--- src/hdl/wrps_pkg.sv ---
// shared constants and types of the wlan resource power sequencer
package wrps_pkg;
    localparam int NRES = 6;
    localparam int TW   = 8;
    localparam int NCLK = 2;
    localparam int NREG = 5;

    // resource indices; the first NREG are regulators
    localparam int R_BG    = 0;
    localparam int R_IOLDO = 1;
    localparam int R_CORE_SWITCHING_REGULATOR = 2;
    localparam int R_CORE_LINEAR_REGULATOR  = 3;
    localparam int R_LNLDO = 4;
    localparam int R_XTAL  = 5;

    localparam logic [7:0] A_MIN  = 8'h00;
    localparam logic [7:0] A_ON   = 8'h04;
    localparam logic [7:0] A_PEND = 8'h08;
    localparam logic [7:0] A_RTMR = 8'h0c;
    localparam logic [7:0] A_CTRL = 8'h10;
    localparam logic [7:0] A_STAT = 8'h14;

    localparam int RT_MASK_LSB  = 8;
    localparam int CTRL_PWM_BIT = 0;

    localparam logic [NRES-1:0] MIN_RST  = 6'h0f;
    localparam logic [NRES-1:0] FORCE_ON = 6'h0c;
    localparam logic [NREG-1:0] SHUT_SET = 5'h03;
    localparam logic [NREG-1:0] EXT_SET  = 5'h04;
    localparam logic [NREG-1:0] FORCE_RG = 5'h0c;

    // slot i holds the resources that resource i depends on
    localparam logic [NRES*NRES-1:0] DEP_DEF =
        {6'h08, 6'h04, 6'h04, 6'h01, 6'h01, 6'h00};
    localparam logic [NRES*TW-1:0] ON_DELAY_DEF =
        {8'h10, 8'h04, 8'h08, 8'h08, 8'h04, 8'h00};
    localparam logic [NRES*TW-1:0] OFF_DELAY_DEF =
        {8'h00, 8'h00, 8'h02, 8'h02, 8'h01, 8'h00};
    // slot k holds the resources that core clock request k needs
    localparam logic [NCLK*NRES-1:0] CLK_MAP = {6'h20, 6'h08};

    typedef enum logic [4:0] {
        PS_OFF    = 5'h01,
        PS_SHUT   = 5'h02,
        PS_EXT    = 5'h04,
        PS_SLEEP  = 5'h08,
        PS_ACTIVE = 5'h10
    } wrps_pstate_t;

    typedef struct packed {
        logic io_supply;
        logic buck_lowripple_request;
        logic external_supply_request;
        logic wlan_reset_n;
    } wrps_pins_t;

    typedef struct packed {
        logic lownoise_linear_regulator;
        logic core_linear_regulator;
        logic core_switching_regulator;
        logic io_linear_regulator;
        logic bandgap;
    } wrps_regen_t;
endpackage

--- src/hdl/wrps_top.sv ---
// resource power sequencer with power state decode and register port
// What this block does
// - each resource is enabled, disabled, ramping up or ramping down
// - resource timer is zero when settled, nonzero while ramping
// - turn-on loads enable delay, turn-off loads disable delay
// - timers and counters step once per sleep oscillator tick
// - timer reaching zero completes the ramp to enabled or disabled
// - zero enable delay goes straight from disabled to enabled
// - zero disable delay goes straight from enabled to disabled
// - required set joins clock requests, minimum mask and request timer
// - each core clock request maps to the resources making that clock
// - first, required set is closed over the dependency table
// - second, nonzero timers decrement; at zero clear pending, flip on flag
// - third, required set is compared with current resource status
// - fourth, unrequested enabled resources without live dependents turn off
// - fifth, requested disabled resources with all dependencies on turn on
// - sleep stops main clocks; only the sequencer keeps its sleep clock
// - both pins low: full power-down, or shutdown with bandgap and io regulator
// - either pin high by the host leaves the power-down states
// - external mode turns on only the core switching regulator
// - out of reset core regulators are on; all off only in reset
// - low ripple pin with supply request selects pwm, else burst unless the control bit sets pwm out of reset
// - shutdown holds the core in reset with pins tristated
// - leaving shutdown is a fresh power-up with no state kept
`timescale 1ns/1ps
module wrps_top #(
    parameter logic [wrps_pkg::NRES*wrps_pkg::TW-1:0]   ON_DELAY  = wrps_pkg::ON_DELAY_DEF,
    parameter logic [wrps_pkg::NRES*wrps_pkg::TW-1:0]   OFF_DELAY = wrps_pkg::OFF_DELAY_DEF,
    parameter logic [wrps_pkg::NRES*wrps_pkg::NRES-1:0] DEP_TABLE = wrps_pkg::DEP_DEF
) (
    input  wire logic                          clk,          // 200 MHz system clock
    input  wire logic                          sys_rst,      // synchronous reset
    input  wire logic                          sleep_clk,    // 32.768 kHz sleep oscillator pin
    input  wire wrps_pkg::wrps_pins_t          pins,         // host power pins, asynchronous
    input  wire logic [wrps_pkg::NCLK-1:0]     clk_req,      // core clock requests
    input  wire logic [7:0]                    addr,         // register byte address
    input  wire logic [31:0]                   wdata,        // register write data
    input  wire logic                          we,           // write strobe
    input  wire logic                          re,           // read strobe
    output logic      [31:0]                   rdata,        // read data, cycle after re
    output wrps_pkg::wrps_regen_t              reg_en,       // regulator enables
    output logic                               buck_pwm,     // 1 pwm, 0 burst
    output logic                               core_rst_n,   // wlan core reset, low active
    output logic                               io_tristate,  // pins tristated, inputs off
    output logic                               main_clk_en,  // main clocks running
    output wrps_pkg::wrps_pstate_t             pstate        // chip power state
);
    localparam int NR = wrps_pkg::NRES;
    localparam int TW = wrps_pkg::TW;

    logic [4:0]            sync1_r;
    logic [4:0]            sync2_r;
    logic                  slp_q_r;
    wrps_pkg::wrps_pins_t  pins_s;
    wire                   tick;
    wire                   run;

    logic [NR-1:0]         min_r;
    logic [TW-1:0]         rt_cnt_r;
    logic [NR-1:0]         rt_mask_r;
    logic                  int_pwm_r;
    logic [NR-1:0]         on_r;
    logic [NR-1:0]         pend_r;
    logic [TW-1:0]         tmr_r [NR];
    logic [NR-1:0]         on_a;
    logic [NR-1:0]         pend_a;
    logic [NR-1:0]         on_nxt;
    logic [NR-1:0]         pend_nxt;
    logic [TW-1:0]         tmr_nxt [NR];
    logic [TW-1:0]         tmr_dec [NR];
    logic [31:0]           rdata_r;
    wrps_pkg::wrps_pstate_t pstate_r;
    wrps_pkg::wrps_pstate_t pstate_nxt;
    wrps_pkg::wrps_regen_t  regen_r;
    logic [wrps_pkg::NREG-1:0] regen_nxt;
    logic                  buck_pwm_r;
    logic                  core_rst_n_r;
    logic                  io_tri_r;
    logic                  main_clk_r;

    // the first stage is read only by the second; edge detect sits behind both
    always_ff @(posedge clk) begin
        sync1_r <= {sleep_clk, pins};
        sync2_r <= sync1_r;
        slp_q_r <= sync2_r[4];
    end

    assign pins_s = wrps_pkg::wrps_pins_t'(sync2_r[3:0]);
    assign tick   = sync2_r[4] & ~slp_q_r;
    assign run    = pins_s.wlan_reset_n;

    function automatic logic [NR-1:0] close_deps(input logic [NR-1:0] v);
        logic [NR-1:0] r;
        r = v;
        for (int n = 0; n < NR; n++) begin
            for (int i = 0; i < NR; i++) begin
                if (r[i]) begin
                    r = r | DEP_TABLE[i*NR +: NR];
                end
            end
        end
        return r;
    endfunction

    function automatic logic [NR-1:0] dependents(input int idx);
        logic [NR-1:0] c;
        c = '0;
        for (int j = 0; j < NR; j++) begin
            c[j] = DEP_TABLE[j*NR + idx];
        end
        return c;
    endfunction

    function automatic logic [NR-1:0] clk_set(input logic [wrps_pkg::NCLK-1:0] q);
        logic [NR-1:0] s;
        s = '0;
        for (int k = 0; k < wrps_pkg::NCLK; k++) begin
            if (q[k]) begin
                s = s | wrps_pkg::CLK_MAP[k*NR +: NR];
            end
        end
        return s;
    endfunction

    // required set: union of all requests, closed over dependencies
    wire [NR-1:0] rt_req  = (rt_cnt_r != '0) ? rt_mask_r : '0;
    wire [NR-1:0] req_raw = clk_set(clk_req) | min_r | rt_req | wrps_pkg::FORCE_ON;
    wire [NR-1:0] req     = close_deps(req_raw);
    wire [NR-1:0] live_a  = on_a | pend_a;
    wire [NR-1:0] ready_a = on_a & ~pend_a;

    genvar g;
    generate
        for (g = 0; g < NR; g++) begin : g_res
            wire [TW-1:0] ond  = ON_DELAY[g*TW +: TW];
            wire [TW-1:0] offd = OFF_DELAY[g*TW +: TW];
            wire [NR-1:0] deps = DEP_TABLE[g*NR +: NR];
            wire          dec  = pend_r[g] & (tmr_r[g] != '0);
            wire          done = dec & (tmr_r[g] == TW'(1));
            // on and pend together encode the four resource states
            wire          dn   = on_a[g] & ~pend_a[g] & ~req[g]
                                 & ((live_a & dependents(g)) == '0);
            wire          up   = ~on_a[g] & ~pend_a[g] & req[g]
                                 & ((ready_a & deps) == deps);

            assign tmr_dec[g] = dec ? tmr_r[g] - TW'(1) : tmr_r[g];
            assign on_a[g]    = on_r[g] ^ done;
            assign pend_a[g]  = pend_r[g] & ~done;
            assign on_nxt[g]  = dn ? (offd != '0) : up ? (ond == '0) : on_a[g];
            assign pend_nxt[g] = dn ? (offd != '0) : up ? (ond != '0) : pend_a[g];
            assign tmr_nxt[g] = dn ? offd : up ? ond : tmr_dec[g];

            // a power-down clears everything so the next wake is a fresh start
            always_ff @(posedge clk) begin
                if (sys_rst || !run) begin
                    tmr_r[g] <= '0;
                end else if (tick) begin
                    tmr_r[g] <= tmr_nxt[g];
                end
            end

            a_timer_zero: assert property (@(posedge clk) disable iff (sys_rst)
                pend_r[g] == (tmr_r[g] != '0))
                else $error("timer and pending flag disagree");
            a_timer_load: assert property (@(posedge clk) disable iff (sys_rst)
                $rose(pend_r[g]) |-> tmr_r[g] == (on_r[g] ? offd : ond))
                else $error("ramp started without its delay");
            a_timer_step: assert property (@(posedge clk) disable iff (sys_rst)
                run && tick && pend_r[g] && tmr_r[g] > TW'(1)
                |=> tmr_r[g] == $past(tmr_r[g]) - TW'(1))
                else $error("timer did not step by one");
            a_timer_hold: assert property (@(posedge clk) disable iff (sys_rst)
                run && !tick |=> tmr_r[g] == $past(tmr_r[g]) && on_r == $past(on_r))
                else $error("sequencer moved without a sleep tick");
            a_ramp_done: assert property (@(posedge clk) disable iff (sys_rst)
                run && tick && pend_r[g] && tmr_r[g] == TW'(1)
                |=> on_r[g] != $past(on_r[g]))
                else $error("ramp end did not flip the on flag");
            a_up_deps: assert property (@(posedge clk) disable iff (sys_rst)
                !on_r[g] && !pend_r[g] ##1 (on_r[g] || pend_r[g])
                |-> (on_r & ~pend_r & deps) == deps)
                else $error("turn-on started before its dependencies");
            a_down_deps: assert property (@(posedge clk) disable iff (sys_rst)
                run && on_r[g] && !pend_r[g] ##1 run && (pend_r[g] || !on_r[g])
                |-> ((on_r | pend_r) & dependents(g)) == '0)
                else $error("turn-off started with a live dependent");
            if (ON_DELAY[g*TW +: TW] == '0) begin : g_ion
                a_on_direct: assert property (@(posedge clk) disable iff (sys_rst)
                    !(pend_r[g] && !on_r[g]))
                    else $error("zero enable delay entered ramp up");
            end
            if (OFF_DELAY[g*TW +: TW] == '0) begin : g_ioff
                a_off_direct: assert property (@(posedge clk) disable iff (sys_rst)
                    !(pend_r[g] && on_r[g]))
                    else $error("zero disable delay entered ramp down");
            end
        end
    endgenerate

    always_ff @(posedge clk) begin
        if (sys_rst || !run) begin
            on_r   <= '0;
            pend_r <= '0;
        end else if (tick) begin
            on_r   <= on_nxt;
            pend_r <= pend_nxt;
        end
    end

    // register port
    wire wr_min  = we && (addr == wrps_pkg::A_MIN);
    wire wr_rtmr = we && (addr == wrps_pkg::A_RTMR);
    wire wr_ctrl = we && (addr == wrps_pkg::A_CTRL);

    always_ff @(posedge clk) begin
        if (sys_rst || !run) begin
            min_r     <= wrps_pkg::MIN_RST;
            rt_cnt_r  <= '0;
            rt_mask_r <= '0;
            int_pwm_r <= 1'b0;
        end else begin
            if (wr_min) begin
                min_r <= wdata[NR-1:0];
            end
            if (wr_ctrl) begin
                int_pwm_r <= wdata[wrps_pkg::CTRL_PWM_BIT];
            end
            // a write restarts the request timer even on a tick
            if (wr_rtmr) begin
                rt_cnt_r  <= wdata[TW-1:0];
                rt_mask_r <= wdata[wrps_pkg::RT_MASK_LSB +: NR];
            end else if (tick && rt_cnt_r != '0) begin
                rt_cnt_r <= rt_cnt_r - TW'(1);
            end
        end
    end

    // the request timer only moves on a sleep tick, a write aside
    a_rt_hold: assert property (@(posedge clk) disable iff (sys_rst)
        run && !tick && !wr_rtmr |=> rt_cnt_r == $past(rt_cnt_r))
        else $error("request timer moved without a sleep tick");
    a_rt_step: assert property (@(posedge clk) disable iff (sys_rst)
        run && tick && !wr_rtmr && rt_cnt_r != '0 |=> rt_cnt_r == $past(rt_cnt_r) - TW'(1))
        else $error("request timer did not step by one");

    wire [31:0] rd_mux =
        (addr == wrps_pkg::A_MIN)  ? 32'(min_r) :
        (addr == wrps_pkg::A_ON)   ? 32'(on_r) :
        (addr == wrps_pkg::A_PEND) ? 32'(pend_r) :
        (addr == wrps_pkg::A_RTMR) ? 32'({rt_mask_r, rt_cnt_r}) :
        (addr == wrps_pkg::A_CTRL) ? 32'(int_pwm_r) :
        (addr == wrps_pkg::A_STAT) ? 32'(pstate_r) : 32'h0000_0000;

    always_ff @(posedge clk) begin
        if (sys_rst) begin
            rdata_r <= '0;
        end else begin
            rdata_r <= re ? rd_mux : '0;
        end
    end

    // power state decode
    wire clk_ok = on_r[wrps_pkg::R_XTAL] & ~pend_r[wrps_pkg::R_XTAL];
    wire [NR-1:0] en_vec = on_r ^ pend_r;

    assign pstate_nxt =
        (!run && !pins_s.external_supply_request) ?
            (pins_s.io_supply ? wrps_pkg::PS_SHUT : wrps_pkg::PS_OFF) :
        !run   ? wrps_pkg::PS_EXT :
        clk_ok ? wrps_pkg::PS_ACTIVE : wrps_pkg::PS_SLEEP;

    always_comb begin
        unique case (pstate_nxt)
            wrps_pkg::PS_OFF:    regen_nxt = '0;
            wrps_pkg::PS_SHUT:   regen_nxt = wrps_pkg::SHUT_SET;
            wrps_pkg::PS_EXT:    regen_nxt = wrps_pkg::EXT_SET;
            wrps_pkg::PS_SLEEP,
            wrps_pkg::PS_ACTIVE: regen_nxt = en_vec[wrps_pkg::NREG-1:0]
                                             | wrps_pkg::FORCE_RG;
            default:             regen_nxt = '0;
        endcase
    end

    // pwm whenever the host asks through the pin with supply requested
    wire buck_pwm_nxt = (pins_s.external_supply_request & pins_s.buck_lowripple_request)
                        | (run & int_pwm_r);

    always_ff @(posedge clk) begin
        if (sys_rst) begin
            pstate_r     <= wrps_pkg::PS_OFF;
            regen_r      <= '0;
            buck_pwm_r   <= 1'b0;
            core_rst_n_r <= 1'b0;
            io_tri_r     <= 1'b1;
            main_clk_r   <= 1'b0;
        end else begin
            pstate_r     <= pstate_nxt;
            regen_r      <= wrps_pkg::wrps_regen_t'(regen_nxt);
            buck_pwm_r   <= buck_pwm_nxt;
            core_rst_n_r <= run;
            io_tri_r     <= ~run;
            main_clk_r   <= run & clk_ok;
        end
    end

    a_ext_only: assert property (@(posedge clk) disable iff (sys_rst)
        pstate_r == wrps_pkg::PS_EXT |-> regen_r == wrps_pkg::EXT_SET && !core_rst_n_r)
        else $error("external mode enabled more than the switching regulator");
    a_shut_regs: assert property (@(posedge clk) disable iff (sys_rst)
        pstate_r == wrps_pkg::PS_SHUT |-> regen_r == wrps_pkg::SHUT_SET && io_tri_r)
        else $error("shutdown regulator set wrong");
    a_core_regs: assert property (@(posedge clk) disable iff (sys_rst)
        core_rst_n_r |-> regen_r.core_switching_regulator && regen_r.core_linear_regulator)
        else $error("core regulators off out of reset");
    a_fresh_wake: assert property (@(posedge clk) disable iff (sys_rst)
        !run |=> on_r == '0 && pend_r == '0 && min_r == wrps_pkg::MIN_RST)
        else $error("state kept across power-down");

    // pin driven modes must follow the synchronised pins one cycle later
    a_pwm_pin: assert property (@(posedge clk) disable iff (sys_rst)
        pins_s.external_supply_request && pins_s.buck_lowripple_request |=> buck_pwm_r)
        else $error("low ripple pin did not select pwm");
    a_burst_pin: assert property (@(posedge clk) disable iff (sys_rst)
        !run && !pins_s.buck_lowripple_request |=> !buck_pwm_r)
        else $error("burst not selected in external mode");
    a_wake_pins: assert property (@(posedge clk) disable iff (sys_rst)
        run || pins_s.external_supply_request
        |=> pstate_r != wrps_pkg::PS_OFF && pstate_r != wrps_pkg::PS_SHUT)
        else $error("power-down kept with a wake pin high");
    a_off_regs: assert property (@(posedge clk) disable iff (sys_rst)
        pstate_r == wrps_pkg::PS_OFF |-> regen_r == '0 && !core_rst_n_r)
        else $error("regulator on in full power-down");
    a_main_clks: assert property (@(posedge clk) disable iff (sys_rst)
        main_clk_r == (pstate_r == wrps_pkg::PS_ACTIVE))
        else $error("main clocks running outside active mode");
    a_io_tristate: assert property (@(posedge clk) disable iff (sys_rst)
        io_tri_r == !core_rst_n_r)
        else $error("pins driven while the core is held in reset");

    assign rdata       = rdata_r;
    assign reg_en      = regen_r;
    assign buck_pwm    = buck_pwm_r;
    assign core_rst_n  = core_rst_n_r;
    assign io_tristate = io_tri_r;
    assign main_clk_en = main_clk_r;
    assign pstate      = pstate_r;
endmodule // wrps_top

--- config.mk ---
export PLATFORM = sky130hd
export DESIGN_NAME = wrps_top
export DESIGN_NICKNAME = d
export VERILOG_FILES = /design/src/hdl/wrps_pkg.sv /design/src/hdl/wrps_top.sv
export SDC_FILE = /design/constraint.sdc
export NUM_CORES = 1
export LEC_CHECK = 0
export ABC_CLOCK_PERIOD_IN_PS = 7500
export BUFFER_PORTS_ARGS = -buffer_cell sky130_fd_sc_hd__clkbuf_2
export CAP_MARGIN = 20
export CORE_ASPECT_RATIO = 0.8
export CORE_MARGIN = 2
export CORE_UTILIZATION = 44
export CTS_BUF_LIST = sky130_fd_sc_hd__clkbuf_8
export DETAILED_ROUTE_END_ITERATION = 16
export SLEW_MARGIN = 20
export SYNTH_ARGS = -nofsm -noshare
export SYNTH_HDL_FRONTEND = slang
export SYNTH_SLANG_ARGS = --single-unit
--- constraint.sdc ---
create_clock -name clk -period 7.5 [get_ports clk]
set_input_delay 1.5 -clock clk [delete_from_list [all_inputs] [get_ports clk]]
set_output_delay 1.5 -clock clk [all_outputs]
set_load 0.005 [all_outputs]
==> results of run 1 <==
## Yosys cell counts (3+ instances only)
cell and n:
nor2_1 93, nor3_1 16, nand3_1 33, o31ai_1 5, mux2i_1 11, xnor2_1 26, a211o_1 4, nand2_1 41
o211ai_1 5, buf_1 5, ha_1 15, xor2_1 16, a21oi_1 27, a21o_1 3, o22ai_1 4, nor4b_1 5
a22oi_1 5, nand4_1 5, edfxtp_1 48, o21ai_0 27, buf_4 18, nor4_1 17, or3b_2 3, a211oi_1 10
nor3b_1 3, clkbuf_1 14, dfxtp_1 72, and2_1 11, or4_1 4, nor2b_1 11, or3_1 3, nand2b_1 11
inv_1 25, a31oi_1 8
## metal layers
layer / vias up / share of wire (%) / global-route usage [%]
met1: 2243 / 47 / 25.5
met5: - / 0 / 0
met2: 101 / 47 / 31.8
met3: 11 / 4.2 / 4.83
met4: 0 / 0.86 / 5.26
li1: 2359 / - / -
## flip-flops by register name, indices dropped and copies added (netlist names), 5 cells and up
register   cells
min_r          6
on_r           6
pend_r         6
pstate         5
rdata         14
reg_en         5
rt_cnt_r       8
rt_mask_r      6
sync1_r        5
sync2_r        5
tmr_r         48
## through the flow
stage	power [mW]	utilization, %	instance area (sq um)	cells	hold slack, ns
4_1_cts	1.51	50.7	6790	887	0.330
6_report	1.49	50.7	6800	888	0.328
5_1_grt	1.56	50.7	6800	888	0.332
3_3_place_gp	0.855	47.3	6350	855	0.312
2_1_floorplan	0.828	-	6030	653	0.310
3_5_place_dp	0.859	47.3	6350	855	0.313
## worst max-delay path, cell delays in order
cell      delay [ns]
clkbuf_2        0.12
inv_1           0.12
nand2_1         0.07
buf_4           0.26
inv_1           0.52
nand2_1         0.34
a41oi_1         0.25
nand2_1         0.19
nor4bb_1        0.31
## layout make-up
type / instances / share of cell area (%)
clock buffers: 21 / 4.25
clock inverters: 11 / 2.26
inverters: 26 / 1.43
multi-input cells: 468 / 41.6
flip-flops and latches: 120 / 42.4
well taps: 180 / 3.31
repair buffers: 62 / 4.73
## path summary, 6_finish.rpt
| check | start | end | cells after the start |
|---|---|---|---|
| setup reg to reg | tmr_r[0][0] | tmr_r[1][1] | 6 |
| hold / removal | sync1_r[2] | sync2_r[2] | 0 |
| setup / recovery | sys_rst | tmr_r[1][1] | 9 |
| hold reg to reg | sync1_r[2] | sync2_r[2] | 0 |
## report_power, final
group / total (mW) / switching (mW) / leakage, nW / internal, mW
Sequential: 0.721 / 0.0198 / 1.12 / 0.701
Combinational: 0.125 / 0.0747 / 1.34 / 0.0501
Clock: 0.648 / 0.255 / 0.235 / 0.393
## cell families after synthesis
family | Yosys count | share of synthesized area, %
fa+ha+maj | 15 | 3.15
mux | 12 | 2.04
compound gates | 116 | 12.7
flops | 120 | 48.4
xor+xnor | 42 | 6.17
simple gates | 265 | 22.2
buf+inv | 65 | 5.31
other cells | 1 | 0.0629
==> summary.md, run 1 <==
| Metric | Value |
|---|---|
| Row count | 38 |
| Run status | finished clean |
| Post-Synthesis Cells | 636 |
| Largest net degree at the start of global routing | 39 |
| DRT Wirelength | 13500 um |
| Max Slew Vio Count | 0 |
| CTS H-Tree Depth | 4 |
| Critical path class | input port to flip-flop |
| Initial DRC count | 284 |
| Most common cell after layout, fill and taps aside | nor2_1 |
| Die Ht | 108 um |
| LEAKAGE | 2.70 nW |
| Post-CTS Resized | 0 |
| Synth unique cells | 56 |
| DR WL/cell | 15.2 um |
| Area grow syn2layout | 14.1% |
| DRC Markers | 0 |
| Total core area | 13400 sq um |
| Total congestion overflow | 0 |
| Pre-CTS setup slack | 3.27 ns |
| Critical Path Source Type | input port |
| CTS tree | yes |
| Final period util | 46.0% |
| Avg Inst Size Synth | 9.37 sq um |
| Number of flops mapped to enable cells by yosys | 48 |
| Starting Density | 44.5% |
| Max_slew headroom | 34.3% |
| Sequential cell area | 2880 sq um |
| Fin. Hold Viols | 0 |
| Worst VDD drop | 0.000125 V |
| TNS Setup | 0 ns |
| GP Congestion | 0.831 |
| Required @ worst endpoint | 7.75 ns |
| Unrepaired setup endpoints after global routing | no |
| Share of layout cells above drive strength 1 | 14.7% |
| All-Layer GR Usage | 19.3% |
| Minimum clock period | 3.45 ns |
| Die width | 134 um |
| Clk Latency, worst-skew pair | 0.44 ns |
| Clock skew | 0.0116 ns |
| Asr flop ratio synth | 0% |
| Most frequent cells in the layout | 93 x nor2_1, 72 x dfxtp_1, 59 x clkbuf_2 |
| Via density | 5.31 |
| Area leader, netlist | dfxtp_1 |
| Die area | 14500 sq um |
| Antenna Cells | 0 |
| Share of the synthesized area in the top cell type | 24.2% |
| Number of hold buffers added after CTS | 0 |
| R2r setup slk | 4.46 ns |
| DP HPWL | 9610 um |
| CTS max path bufs | 2 |
| Hold/Removal Path Class | flip-flop to flip-flop |
| Via count | 4714 |
| Vias in the first global route | 4477 |
| First-pass GRT wire length | 22000 um |
| Worst-Margin Slew | 0.973 ns |
| Seq/Total Area, Yosys | 48.4% |
| Yosys warns | 0 |
| Total Nets Final | 761 |
| Final setup vio count | 0 |
| Drt first pass iters | 5 |
| Multi-input logic area | 2830 sq um |
| Post-CTS setup buffer count | 0 |
| CTS buffer count | 17 |
| CP arrival | 3.70 ns |
| I/O Buffers | 59 |
| Clock-pin slew on the worst setup and hold paths | 0.07 ns |
| Cell Pwr Density | 220 nW/um^2 |
| Clk root buf | clkbuf_8 |
| I/O pin cnt | 97 |
| FMAX | 0.290 GHz |
| Initial antenna violation count | 0 |
| Worst Path Max Fanout | 38 |
| Top FF cell, synth | dfxtp_1 |
| Synthesized area | 5960 sq um |
| Register bit total from synthesis | 120 |
| Final setup margin | 4.05 ns |
| Antenna viol nets, final | 0 |
| Total clock sinks | 120 |
| Fillers | 1271 |
| Synth area leaders | dfxtp_1 24%, edfxtp_1 24%, nor2_1 5.9% |
| Critical path endpoint category | flip-flop |
| Max_cap viols | 0 |
No activity file was read; power rests on OpenSTA's default activity.
==> run 2: changes to the inputs <==
--- a/config.mk
+++ b/config.mk
@@ -5,7 +5,7 @@
 export SDC_FILE = /design/constraint.sdc
 export NUM_CORES = 1
 export LEC_CHECK = 0
-export ABC_CLOCK_PERIOD_IN_PS = 7500
+export ABC_CLOCK_PERIOD_IN_PS = 3190
 export BUFFER_PORTS_ARGS = -buffer_cell sky130_fd_sc_hd__clkbuf_2
 export CAP_MARGIN = 20
 export CORE_ASPECT_RATIO = 0.8
==> constraint.sdc (replaced) <==
create_clock -name clk -period 3.19 [get_ports clk]
set_input_delay 0.638 -clock clk [delete_from_list [all_inputs] [get_ports clk]]
set_output_delay 0.638 -clock clk [all_outputs]
set_load 0.005 [all_outputs]
==> summary.md, run 2 (synthesis gave the netlist of run 1 again) <==
| Metric | Value |
|---|---|
| Final period util | 84.1% |
| Number of hold buffers added after CTS | 0 (unchanged) |
| Clk root buf | clkbuf_8 |
| Critical path class | flip-flop to flip-flop |
| FMAX | 0.373 GHz |
| CTS buffer count | 17 (unchanged) |
| Run status | finished clean |
| Largest net degree at the start of global routing | 32 (-18%) |
| All-Layer GR Usage | 19.4% (+0.096 points) |
| Most common cell after layout, fill and taps aside | nor2_1 |
| LEAKAGE | 2.76 nW (+2.2%) |
| DR WL/cell | 15.0 um (-1.4%) |
| TNS Setup | 0 ns (unchanged) |
| FF-to-FF Start | tmr_r[0][0] |
| GP Congestion | 0.829 (-0.16%) |
| CP Launch Point | tmr_r[0][0] |
| Die Ht | 108 um (unchanged) |
| Total core area | 13400 sq um (unchanged) |
| Antenna viol nets, final | 0 (unchanged) |
| Area grow syn2layout | 15.7% |
| Post-CTS Resized | 0 (unchanged) |
| Worst-Margin Slew | 0.742 ns (-0.230 ns) |
| CP arrival | 2.79 ns (-0.91 ns) |
| Layout Utilization | 51.5% (+0.72 points) |
| Share of layout cells above drive strength 1 | 16.5% (+1.8 points) |
| CTS max path bufs | 2 (unchanged) |
| Clk Latency, worst-skew pair | 0.44 ns (about the same) |
| Max Slew Vio Count | 0 (unchanged) |
| Total Nets Final | 773 (+1.6%) |
| Drt first pass iters | 4 (-1) |
| Die width | 134 um (unchanged) |
| Power Total | 3.55 mW (+140%) |
| Hold Startpoint | pins[1] |
| DP HPWL | 9780 um (+1.8%) |
| I/O pin cnt | 97 (unchanged) |
| Row count | 38 (unchanged) |
| Via density | 5.27 (-0.66%) |
| Initial antenna violation count | 0 (unchanged) |
| Minimum clock period | 2.68 ns |
| DRT Wirelength | 13500 um (about the same) |
| Starting Density | 44.5% (unchanged) |
| Most frequent cells in the layout | 93 x nor2_1, 72 x dfxtp_1, 59 x clkbuf_2 |
| Hold/Removal Path Class | input port to flip-flop |
| Critical Path Source Type | flip-flop |
| Total congestion overflow | 0 (unchanged) |
| Vias in the first global route | 4430 (-1.0%) |
| Max_cap viols | 0 (unchanged) |
| Final setup vio count | 0 (unchanged) |
| Fin. Hold Viols | 0 (unchanged) |
| Worst VDD drop | 0.000403 V (+220%) |
| Initial DRC count | 335 (+18%) |
| Max reg flops | 48 (unchanged) |
| Worst Path Max Fanout | 8 (-79%) |
| Max_slew headroom | 50.2% (+16 points) |
| CTS tree | yes |
| Unrepaired setup endpoints after global routing | no |
| Via count | 4746 (+0.68%) |
| Critical path endpoint category | flip-flop |
| First-pass GRT wire length | 21900 um (-0.56%) |
| Clock-pin slew on the worst setup and hold paths | 0.08 ns (about the same) |
| DRC Markers | 0 (unchanged) |
| Required @ worst endpoint | 3.29 ns (-4.46 ns) |
| CTS H-Tree Depth | 4 (unchanged) |
| Die area | 14500 sq um (unchanged) |
| Clock skew | 0.00998 ns (-0.00167 ns) |
| Antenna Cells | 0 (unchanged) |
| Post-CTS setup buffer count | 0 (unchanged) |
| I/O Buffers | 59 (unchanged) |
| Cell Pwr Density | 515 nW/um^2 (+130%) |
| Total clock sinks | 120 (unchanged) |
| Largest register by flop count | tmr_r |
==> run 2: power breakdown <==
part	internal [mW]	switching [mW]	total, mW
Sequential	1.65	0.0459	1.69
Combinational	0.127	0.177	0.304
Clock	0.935	0.619	1.55
==> run 2: path summary, 6_finish.rpt <==
path | to | slack [ns] | cells past startpoint
setup / recovery | tmr_r[1][5] | 0.51 | 7
hold reg to reg | sync2_r[4] | 0.33 | 0
setup reg to reg | tmr_r[1][5] | 0.51 | 7
hold / removal | sync1_r[1] | 0.29 | 1
==> run 2: layout make-up <==
| class | instances | area, sq um |
|---|---|---|
| clock inverters | 11 | 164 |
| well taps | 180 | 225 |
| fillers | 1269 | 6510 |
| flip-flops and latches | 120 | 2880 |
| inverters | 26 | 97.6 |
| repair buffers | 74 | 408 |
| multi-input cells | 468 | 2830 |
| clock buffers | 21 | 289 |
==> run 2: worst max-delay path: stages (launching register included) <==
cell      delay, ns
edfxtp_1       0.42
inv_1          0.10
ha_1           0.22
or3b_2         0.46
o41a_1         0.44
a211oi_1       0.30
o211ai_1       0.11
nand2_1        0.30
==> run 2: stage by stage <==
stage / cell area (sq um) / std cells / worst slack, ns / hold WS [ns]
3_3_place_gp: 6450 / 868 / 0.529 / 0.313
6_report: 6900 / 900 / 0.506 / 0.294
2_1_floorplan: 6030 / 653 / 0.466 / 0.310
3_5_place_dp: 6450 / 868 / 0.495 / 0.312
5_1_grt: 6900 / 900 / 0.313 / 0.261
4_1_cts: 6900 / 900 / 0.479 / 0.264
==> run 2: routing by layer <==
layer / share of wire [%] / GRT usage [%] / up-vias
li1: - / - / 2384
met1: 47 / 25.5 / 2239
met2: 47 / 31.0 / 103
met3: 4.6 / 5.67 / 20
met4: 1.6 / 6.47 / 0
met5: 0 / 0 / -
